$ cat src/lpb_consts.vh
/*
  Constants for the local peripheral bus master: bus widths, the fixed
  write strobe length, the read time-out and the state codes.
  Assumes inclusion by bare name from the design files.
*/
`ifndef LPB_CONSTS_VH
`define LPB_CONSTS_VH

// Address and data widths of the peripheral bus.
`define LPB_ADDR_W 12
`define LPB_DATA_W 8

// Cycles the select stays low on a write, and the read time-out.
`define LPB_WRITE_CYCLES 8
`define LPB_READ_TIMEOUT 8
`define LPB_CNT_W 4

// State codes of the cycle sequencer.
`define LPB_ST_IDLE 3'h0
`define LPB_ST_SETUP 3'h1
`define LPB_ST_READ 3'h2
`define LPB_ST_WRITE 3'h3
`define LPB_ST_HOLD 3'h4

// Reset values of the bus outputs.
`define LPB_SELECT_IDLE 1'h1
`define LPB_RNW_IDLE 1'h1

`endif

$ cat src/local_peripheral_bus_master.v
/*
  Master of the byte-wide local peripheral bus that reaches an external
  physical-layer device. A request port starts one read or write; the
  sequencer drives select, direction, address and write data.
  Assumes the clock is the PCI clock and all inputs are synchronous.
*/
`timescale 1ns/1ps
`include "lpb_consts.vh"

module local_peripheral_bus_master #(
  parameter ADDR_W = `LPB_ADDR_W,
  parameter DATA_W = `LPB_DATA_W,
  parameter WRITE_CYCLES = `LPB_WRITE_CYCLES,
  parameter READ_TIMEOUT = `LPB_READ_TIMEOUT
) (
  // Clock and reset.
  input wire clk_in,
  input wire rst_n_in,
  // Request port from the host side.
  input wire req_valid_in,
  input wire req_read_in,
  input wire [ADDR_W-1:0] req_addr_in,
  input wire [DATA_W-1:0] req_wdata_in,
  output wire req_ready_out,
  // Completion port.
  output reg done_out,
  output reg timeout_out,
  output reg [DATA_W-1:0] rdata_out,
  // Peripheral bus pins.
  output reg periph_select_n_out,
  output reg periph_read_not_write_out,
  output reg [ADDR_W-1:0] periph_addr_out,
  input wire [DATA_W-1:0] periph_data_in,
  output reg [DATA_W-1:0] periph_data_out,
  output reg periph_data_oe_out,
  input wire periph_ready_n_in
);

  // Limits handed to the counter. It counts from zero, so the last
  // select-low cycle is reached at one less than the cycle count.
  localparam integer WRITE_LIMIT_I = WRITE_CYCLES - 1;
  localparam integer READ_LIMIT_I = READ_TIMEOUT - 1;
  localparam [`LPB_CNT_W-1:0] WRITE_LIMIT = WRITE_LIMIT_I[`LPB_CNT_W-1:0];
  localparam [`LPB_CNT_W-1:0] READ_LIMIT = READ_LIMIT_I[`LPB_CNT_W-1:0];

  // Sequencer states, binary coded. The hold state exists only to keep the
  // address and the write data on the pins for one cycle after select rises.
  localparam [2:0] ST_IDLE = `LPB_ST_IDLE;
  localparam [2:0] ST_SETUP = `LPB_ST_SETUP;
  localparam [2:0] ST_READ = `LPB_ST_READ;
  localparam [2:0] ST_WRITE = `LPB_ST_WRITE;
  localparam [2:0] ST_HOLD = `LPB_ST_HOLD;

  reg [2:0] state;
  reg [2:0] next_state;
  reg is_read;
  wire cnt_done;
  wire cnt_clear;
  wire cnt_run;
  wire [`LPB_CNT_W-1:0] cnt_limit;
  wire take_req;
  wire read_end;

  //////////////////////////////////////////////////////////////////////////
  // Cycle counter: runs while select is low, restarted in setup. One counter
  // serves both directions, so the limit follows the cycle in flight.
  // The limit is chosen from a flop that is stable before setup clears it.
  assign cnt_clear = (state == ST_SETUP);
  assign cnt_run = (state == ST_READ) || (state == ST_WRITE);
  assign cnt_limit = is_read ? READ_LIMIT : WRITE_LIMIT;

  lpb_cycle_counter #(
    .CNT_W(`LPB_CNT_W)
  ) u_lpb_cycle_counter (
    .clk_in(clk_in),
    .rst_n_in(rst_n_in),
    .clear_in(cnt_clear),
    .count_in(cnt_run),
    .limit_in(cnt_limit),
    .done_out(cnt_done)
  );

  //////////////////////////////////////////////////////////////////////////
  // Request handshake. New requests are taken only when the bus is idle;
  // a request held while busy simply waits, it is never lost or merged.
  assign req_ready_out = (state == ST_IDLE);
  assign take_req = req_valid_in && req_ready_out;

  // A read ends on ready low or on the time-out, whichever comes first.
  // Ready is a level from the peripheral and is taken as synchronous.
  assign read_end = (!periph_ready_n_in) || cnt_done;

  //////////////////////////////////////////////////////////////////////////
  // Next-state logic of the sequencer.
  always @* begin
    next_state = state;
    case (state)
      ST_IDLE: begin
        if (take_req) begin
          next_state = ST_SETUP;
        end
      end
      ST_SETUP: begin
        // One cycle of setup so direction, address and data lead select.
        next_state = is_read ? ST_READ : ST_WRITE;
      end
      ST_READ: begin
        if (read_end) begin
          next_state = ST_HOLD;
        end
      end
      ST_WRITE: begin
        // Ready is ignored on writes so slow peripherals always get 8 cycles.
        if (cnt_done) begin
          next_state = ST_HOLD;
        end
      end
      ST_HOLD: begin
        // The address stays on the pins through this cycle before a new take.
        next_state = ST_IDLE;
      end
      default: begin
        // Unused codes fall back to idle rather than locking the bus up.
        next_state = ST_IDLE;
      end
    endcase
  end

  //////////////////////////////////////////////////////////////////////////
  // State register and the direction of the cycle in flight. The direction
  // is kept apart from the pin so the pin may idle high between cycles.
  always @(posedge clk_in or negedge rst_n_in) begin
    if (!rst_n_in) begin
      state <= ST_IDLE;
      is_read <= 1'b0;
    end else begin
      state <= next_state;
      if (take_req) begin
        is_read <= req_read_in;
      end
    end
  end

  //////////////////////////////////////////////////////////////////////////
  // Completion port. Done and time-out are single-cycle pulses on the edge
  // that raises select; read data is held until the next read ends, so a
  // slow host can still pick it up after the pulse has gone.
  always @(posedge clk_in or negedge rst_n_in) begin
    if (!rst_n_in) begin
      done_out <= 1'b0;
      timeout_out <= 1'b0;
      rdata_out <= {DATA_W{1'b0}};
    end else begin
      done_out <= 1'b0;
      timeout_out <= 1'b0;
      if ((state == ST_READ) && read_end) begin
        // Data sampled on the edge that terminates the cycle.
        rdata_out <= periph_data_in;
        timeout_out <= periph_ready_n_in;
        done_out <= 1'b1;
      end
      if ((state == ST_WRITE) && cnt_done) begin
        done_out <= 1'b1;
      end
    end
  end

  //////////////////////////////////////////////////////////////////////////
  // Peripheral bus pins, all from flip-flops so the pins never glitch.
  always @(posedge clk_in or negedge rst_n_in) begin
    if (!rst_n_in) begin
      periph_select_n_out <= `LPB_SELECT_IDLE;
      periph_read_not_write_out <= `LPB_RNW_IDLE;
      periph_addr_out <= {ADDR_W{1'b0}};
      periph_data_out <= {DATA_W{1'b0}};
      periph_data_oe_out <= 1'b0;
    end else begin
      case (state)
        ST_IDLE: begin
          if (take_req) begin
            // Address, direction and write data set up while select is high.
            periph_read_not_write_out <= req_read_in;
            periph_addr_out <= req_addr_in;
            periph_data_out <= req_wdata_in;
            periph_data_oe_out <= !req_read_in;
          end
        end
        ST_SETUP: begin
          periph_select_n_out <= 1'b0;
        end
        ST_READ: begin
          if (read_end) begin
            periph_select_n_out <= 1'b1;
          end
        end
        ST_WRITE: begin
          if (cnt_done) begin
            periph_select_n_out <= 1'b1;
          end
        end
        ST_HOLD: begin
          // Address and data are kept one cycle past select rising; the
          // address is then left in place, not released, until the next take.
          periph_data_oe_out <= 1'b0;
          periph_read_not_write_out <= `LPB_RNW_IDLE;
        end
        default: begin
          periph_select_n_out <= `LPB_SELECT_IDLE;
        end
      endcase
    end
  end

endmodule

$ cat src/lpb_cycle_counter.v
/*
  Cycle counter for the peripheral bus master: cleared on start, counts
  while enabled, and flags when the programmed count has been reached.
  Assumes one clock and an asynchronous active-low reset.
*/
`timescale 1ns/1ps
`include "lpb_consts.vh"

module lpb_cycle_counter #(
  parameter CNT_W = `LPB_CNT_W
) (
  // Clock and reset.
  input wire clk_in,
  input wire rst_n_in,
  // Control.
  input wire clear_in,
  input wire count_in,
  input wire [CNT_W-1:0] limit_in,
  // Status.
  output wire done_out
);

  reg [CNT_W-1:0] count;

  // Count up from zero; a clear wins so every cycle starts fresh.
  always @(posedge clk_in or negedge rst_n_in) begin
    if (!rst_n_in) begin
      count <= {CNT_W{1'b0}};
    end else if (clear_in) begin
      count <= {CNT_W{1'b0}};
    end else if (count_in && !done_out) begin
      count <= count + {{(CNT_W-1){1'b0}}, 1'b1};
    end
  end

  // Done once the count reaches the limit.
  assign done_out = (count == limit_in);

endmodule

$ cat config.mk
export PLATFORM = sky130hd
export DESIGN_NAME = local_peripheral_bus_master
export DESIGN_NICKNAME = d
export VERILOG_FILES = /design/src/local_peripheral_bus_master.v /design/src/lpb_cycle_counter.v
export VERILOG_INCLUDE_DIRS = /design/src /design/src/src
export SDC_FILE = /design/constraint.sdc
export NUM_CORES = 1
export LEC_CHECK = 0
export ABC_AREA = 1
export BUFFER_PORTS_ARGS = -buffer_cell sky130_fd_sc_hd__buf_4
export CAP_MARGIN = 20
export CELL_PAD_IN_SITES_DETAIL_PLACEMENT = 1
export CELL_PAD_IN_SITES_GLOBAL_PLACEMENT = 2
export CORE_ASPECT_RATIO = 0.75
export CORE_MARGIN = 5
export CORE_UTILIZATION = 27
export CTS_CLUSTER_SIZE = 24
export DETAILED_ROUTE_END_ITERATION = 8
export GPL_ROUTABILITY_DRIVEN = 0
export MAX_ROUTING_LAYER = met4
export PLACE_DENSITY = 0.89
export SYNTH_ARGS = -nofsm -noshare
export SYNTH_HDL_FRONTEND = slang
export SYNTH_SLANG_ARGS = --single-unit
$ cat constraint.sdc
create_clock -name clk_in -period 1.74 [get_ports clk_in]
set_clock_uncertainty 0.1 [all_clocks]
set_input_delay 0.087 -clock clk_in [delete_from_list [all_inputs] [get_ports clk_in]]
set_output_delay 0.087 -clock clk_in [all_outputs]
set_load 0.01 [all_outputs]
* Word-level counts from Yosys, hierarchy flattened *
Index checks and enable logic that the tools add are counted.

word-level totals
  output and inout bits = 34
  word-level logic and storage cells = 55
  register bits = 41
  input bits = 33

operators by class
  add/sub/neg operators = 1
  bitwise gates (word level) = 1
  equal/unequal tests = 8
  multiplexer cells = 17
  reduce and logical (&&, ||, !) cells = 17

operators by type and width
  operator                                               number
  one-hot mux 3 bit (4 select lines)                     1
  two-way mux 3 bit                                      3
  two-way mux 1 bit                                      8
  two-way mux 4 bit                                      2
  equality test 3 x 2 -> 1 bit, second input constant    2
  AND reduction 3 bit                                    2
  adder 4 x 1 -> 4 bit, second input constant            1
  equality test 4 x 3 -> 1 bit, second input constant    1
  logical AND 1 bit                                      4
  inequality test 2 bit, second input constant           2
  one-hot mux 1 bit (2 select lines)                     2
  one-hot mux 1 bit (4 select lines)                     1
  AND reduction 2 bit                                    2
  nonzero test 2 bit                                     2
  equality test 3 x 1 -> 1 bit, second input constant    1
  equality test 3 bit, second input constant             1
  logical NOT 1 bit                                      3
  logical NOT 3 bit                                      1
  logical OR 1 bit                                       2
  inequality test 2 x 1 -> 1 bit, second input constant  1
  OR reduction 2 bit                                     1
  NOT 1 bit                                              1

* Logic depth before layout (Yosys ltp) *
  depth in word-level cells = 5
  mapped depth = 7
  gate-level depth less buffers = 6

* Cells and area by module *
Synthesis repeated with hierarchy kept, for this count alone.

unflattened totals
  cell total of the unflattened synthesis = 220
  area total of the unflattened synthesis = 1848.0 µm²

by module, submodules not included
  module                       cells an instance  seq. area each (µm²)  area each (µm²)  times used
  local_peripheral_bus_master  171                928.4                 1534.0           1
  lpb_cycle_counter            49                 100.1                 314.1            1

* Worst setup path after synthesis *
No wires, ideal clock.

  path type = flip-flop to flip-flop
  from = register u_lpb_cycle_counter.count[0]
  to = register rdata_out[0]
  cell stages (with the launch flop) = 7
  clock period less this slack = 1.322 ns
  data required time = 1.523 ns
  setup slack = 0.418 ns
  data arrival time = 1.105 ns
  setup time = 0.117 ns
  cells stage by stage = dfrtp_1 -> ha_1 -> nand3_1 -> nand2_1 -> nand2_2 -> nand2_1 -> nand2_1

on the way
  cells in the longest elaborated chain, start to end = 3

RTL lines
  what                          RTL line                           source
  start: declaration            lpb_cycle_counter.v:23             reg [CNT_W-1:0] count;
  start signal: assignment      lpb_cycle_counter.v:28             count <= {CNT_W{1'b0}};
  start signal: assignment      lpb_cycle_counter.v:30             count <= {CNT_W{1'b0}};
  start signal: assignment      lpb_cycle_counter.v:32             count <= count + {{(CNT_W-1){1'b0}}, 1'b1};
  equality test 4 x 3 -> 1 bit  lpb_cycle_counter.v:37             assign done_out = (count == limit_in);
  logical OR 1 bit              local_peripheral_bus_master.v:91   assign read_end = (!periph_ready_n_in) || cnt_done;
  logical AND 1 bit             local_peripheral_bus_master.v:156  if ((state == ST_READ) && read_end) begin
  end signal: assignment        local_peripheral_bus_master.v:152  rdata_out <= {DATA_W{1'b0}};
  end signal: assignment        local_peripheral_bus_master.v:158  rdata_out <= periph_data_in;
  end: declaration              local_peripheral_bus_master.v:28   output reg [DATA_W-1:0] rdata_out,

No other way between the ends.
A chain may end at the register's enable or synchronous reset.

* Final worst setup path *
  from = register state[2]
  to = register rdata_out[5]

on the way
  cells in the longest elaborated chain, start to end = 2

RTL lines
  what                          RTL line                           source
  start: declaration            local_peripheral_bus_master.v:54   reg [2:0] state;
  start signal: assignment      local_peripheral_bus_master.v:137  state <= next_state;
  equality test 3 x 2 -> 1 bit  local_peripheral_bus_master.v:156
  logical AND 1 bit             local_peripheral_bus_master.v:156

No other way between the ends.

==> out/metrics.csv <==
stage,metric,value,unit
clock_tree,Worst-path clk slew,0.08,ns
critical_path,worst path cell trace,inv_1 > nand2_2 > nor2_4 > nand2_2 > nand2_1 > nand2_1,
clock_tree,CTS Buf Count,5,
layout,multi-input logic area,618,um^2
run_status,status,finished clean,
critical_path,largest fanout on the critical path,10,
route,DR iter-0 viols,28,
place,I/O Buffers,66,
floorplan,die area,8190,um^2
critical_path,critical setup path kind,flip-flop to flip-flop,
timing,setup TNS,0,ns
place,Placed Area,2300,um^2
clock_tree,Worst-Skew Late Latency,0.29,ns
route,mean routed wirelength per cell,12.8,um
global_routing,vias in the first global route,1733,
route,met3 WL,276,um
timing,Final Max Slew Viols,0,
power_and_ir_drop,Switch Pwr,1650,uW
logic_synthesis,post-synth top area cell,dfrtp_1,
layout,sequential cell area,1030,um^2
global_routing,GRT Util Overall,12.9,%
min_path,Hold WC Path Type,primary input to flip-flop,
power_and_ir_drop,PwrDens,1550,nW/um^2
logic_synthesis,Synth Register Bits,41,
layout,"non-filler cells, final",383,
critical_path,"Req. time, crit path",1.83,ns
logic_synthesis,Post-Syn Nets,234,
logic_synthesis,Synth top area share,55.9,%
clock_tree,clock sink count,41,
clock_tree,postcts setup bufs,0,
logic_synthesis,synth warn,0,
power_and_ir_drop,Reg power frac,40.6,%
global_routing,largest net degree at the start of global routing,42,
logic_synthesis,register area share after synthesis,58.9,%
critical_path,Setup crit start kind,flip-flop,
route,DRC,0,
job,MaxCap Viol Count,0,
layout,fraction of layout cells with a size suffix above 1,28.1,%
place,placed insts,344,
route,Final ANT Viol Nets,0,
place,dpl hpwl,3450,um
timing,final hold viol count,0,
route,M1 wire length,2240,um
clock_tree,Clock Tree Buf Depth,2,
logic_synthesis,"Cell Area, Synth",1750,um^2
logic_synthesis,"top cells by area, synth","dfrtp_1, nand2_1, nand3_1, dfstp_2, inv_1",
power_and_ir_drop,switching fraction of total power,39.6,%
floorplan,initial core utilization,27.8,%
layout,fillers,742,
route,DR vias/cell,4.21,
power_and_ir_drop,total leakage power,0.00147,uW
global_routing,antenna violations before repair,0,
critical_path,crit-path max cell delay,0.42,ns
route,Initial DRT Pass Iterations,4,
clock_tree,root buffer cell,clkbuf_8,
timing,# setup viols final,0,
power_and_ir_drop,total power,4180,uW
floorplan,io pins,67,
power_and_ir_drop,Clk network pwr share,15.1,%
layout,nets,335,
critical_path,critical path capture point type,flip-flop,
global_routing,first-pass GRT wire length,7920,um
route,Vias,1612,
timing,slew margin rel.,64.9,%
floorplan,Chip Width,103,um
place,pre-CTS setup slack,0.172,ns
floorplan,Die Span Y,79.6,um
floorplan,core area,6290,um^2
logic_synthesis,"Avg Cell Area, Syn",8.73,um^2
critical_path,arrival time at the worst endpoint,1.55,ns
layout,design area,2700,um^2
critical_path,"slowest stage cell, crit path",dfrtp_1,
clock_tree,H-tree levels,2,
global_routing,grt total ovfl,0,
critical_path,CP top delay family,simple AND/OR/NAND/NOR gates,
layout,synth-to-layout area growth,54.9,%
floorplan,Site Rows,25,
timing,post-route clock period utilization,84.0,%
timing,RSZ-0062 raised after global routing,no,
route,met2 routed wirelength,2310,um
route,total routed wirelength,4900,um
timing,Setup WS post-layout,0.279,ns
layout,"commonest cells after routing, fill and taps aside","nand2_1, buf_4, dfrtp_1, dlygate4sd3_1, nand3_1",
critical_path,Buf/Inv on CP,1,
logic_synthesis,Gate Count Post-Synth,200,
clock_tree,TritonCTS clock tree,done,
logic_synthesis,post-synthesis cell type count,16,
route,highest metal used,met4,
timing,Worst Max-Slew Pin Slew,0.527,ns
layout,"most common cell after layout, fill and taps aside",nand2_1,
timing,f_max,684,MHz
power_and_ir_drop,worst IR drop on VDD,0.592,mV
power_and_ir_drop,combinational power share,44.3,%
layout,final antenna diode count,0,
power_and_ir_drop,Pint,2530,uW
timing,Final min period,1.46,ns
[logic make-up after synthesis]
kind of cell | synth area share [%]
adders and majority gates | 0.717
AOI/OAI and AO/OA | 1.86
and+or+nand+nor | 32.7
buffers and inverters | 5.81
DFF | 58.9
[routing by layer]
layer / vias up / GRT usage [%]
li1: 816 / -
met1: 748 / 16.1
met2: 40 / 20.4
met3: 8 / 3.41
met4: 0 / 4.27
met5: - / -
[state kept, by name, indices dropped and copies added (netlist names)]
register	cells
is_read	1
rdata_out	8
timeout_out	1
state	3
done_out	1
periph_select_n_out	1
periph_addr_out	12
periph_data_oe_out	1
u_lpb_cycle_counter.count	4
periph_data_out	8
periph_read_not_write_out	1
[Yosys cell counts, drive strengths merged]
master,n
nand2,101
dfrtp,39
nand3,18
inv,15
nor2,12
o21ai,5
buf,4
dfstp,2
nand4,2
ha,1
o21a,1
[worst min-delay path, delay by kind of cell]
| kind | cells | cell delay, ns |
|---|---|---|
| simple gates | 2 | 0.13 |
| compound gates | 1 | 0.11 |
| buf+inv | 1 | 0.09 |
[through the flow]
step,hold slack [ns],util [%]
after floorplan,-0.309,-
after global placement,0.0113,36.7
after detailed placement,0.00769,36.7
after CTS,0.00721,43.0
after global routing,0.0486,43.0
final,0.0167,43.0
[power by group through the flow]
| stage | clock network (uW) | logic (uW) | registers (uW) |
|---|---|---|---|
| after CTS | 646 | 1900 | 1700 |
| after floorplan | 0 | 866 | 1830 |
| final | 629 | 1850 | 1700 |
| after detailed placement | 0 | 1850 | 1710 |
| after global placement | 0 | 1800 | 1700 |
| after global routing | 690 | 2080 | 1760 |
[repair_timing]
action / in CTS / in global routing
endpoints found under the hold margin: 69 / 0
hold buffers: 31 / 0
resized for setup: 0 / 1
setup endpoints to repair: 0 / 6
[area by class of cell]
cell class,count,area share (%)
Tap cell,81,3.75
Timing Repair Buffer,98,30.1
Inverter,15,2.08
Clock inverter,3,0.648
Sequential cell,41,38.0
Multi-Input combinational cell,140,22.9
Clock buffer,5,2.55
[final timing paths]
check	start	end	slack, ns	cells past startpoint
worst max-delay path	state[2]	rdata_out[5]	0.28	6
worst min-delay path	req_valid_in	periph_read_not_write_out	0.02	4
min in group asynchronous	rst_n_in	rdata_out[0]	0.21	2
max in group asynchronous	rst_n_in	periph_select_n_out	0.95	2
worst max register to register	state[2]	rdata_out[5]	0.28	6
worst min register to register	periph_select_n_out	periph_select_n_out	0.36	2
No activity file was read; power rests on OpenSTA's default activity.
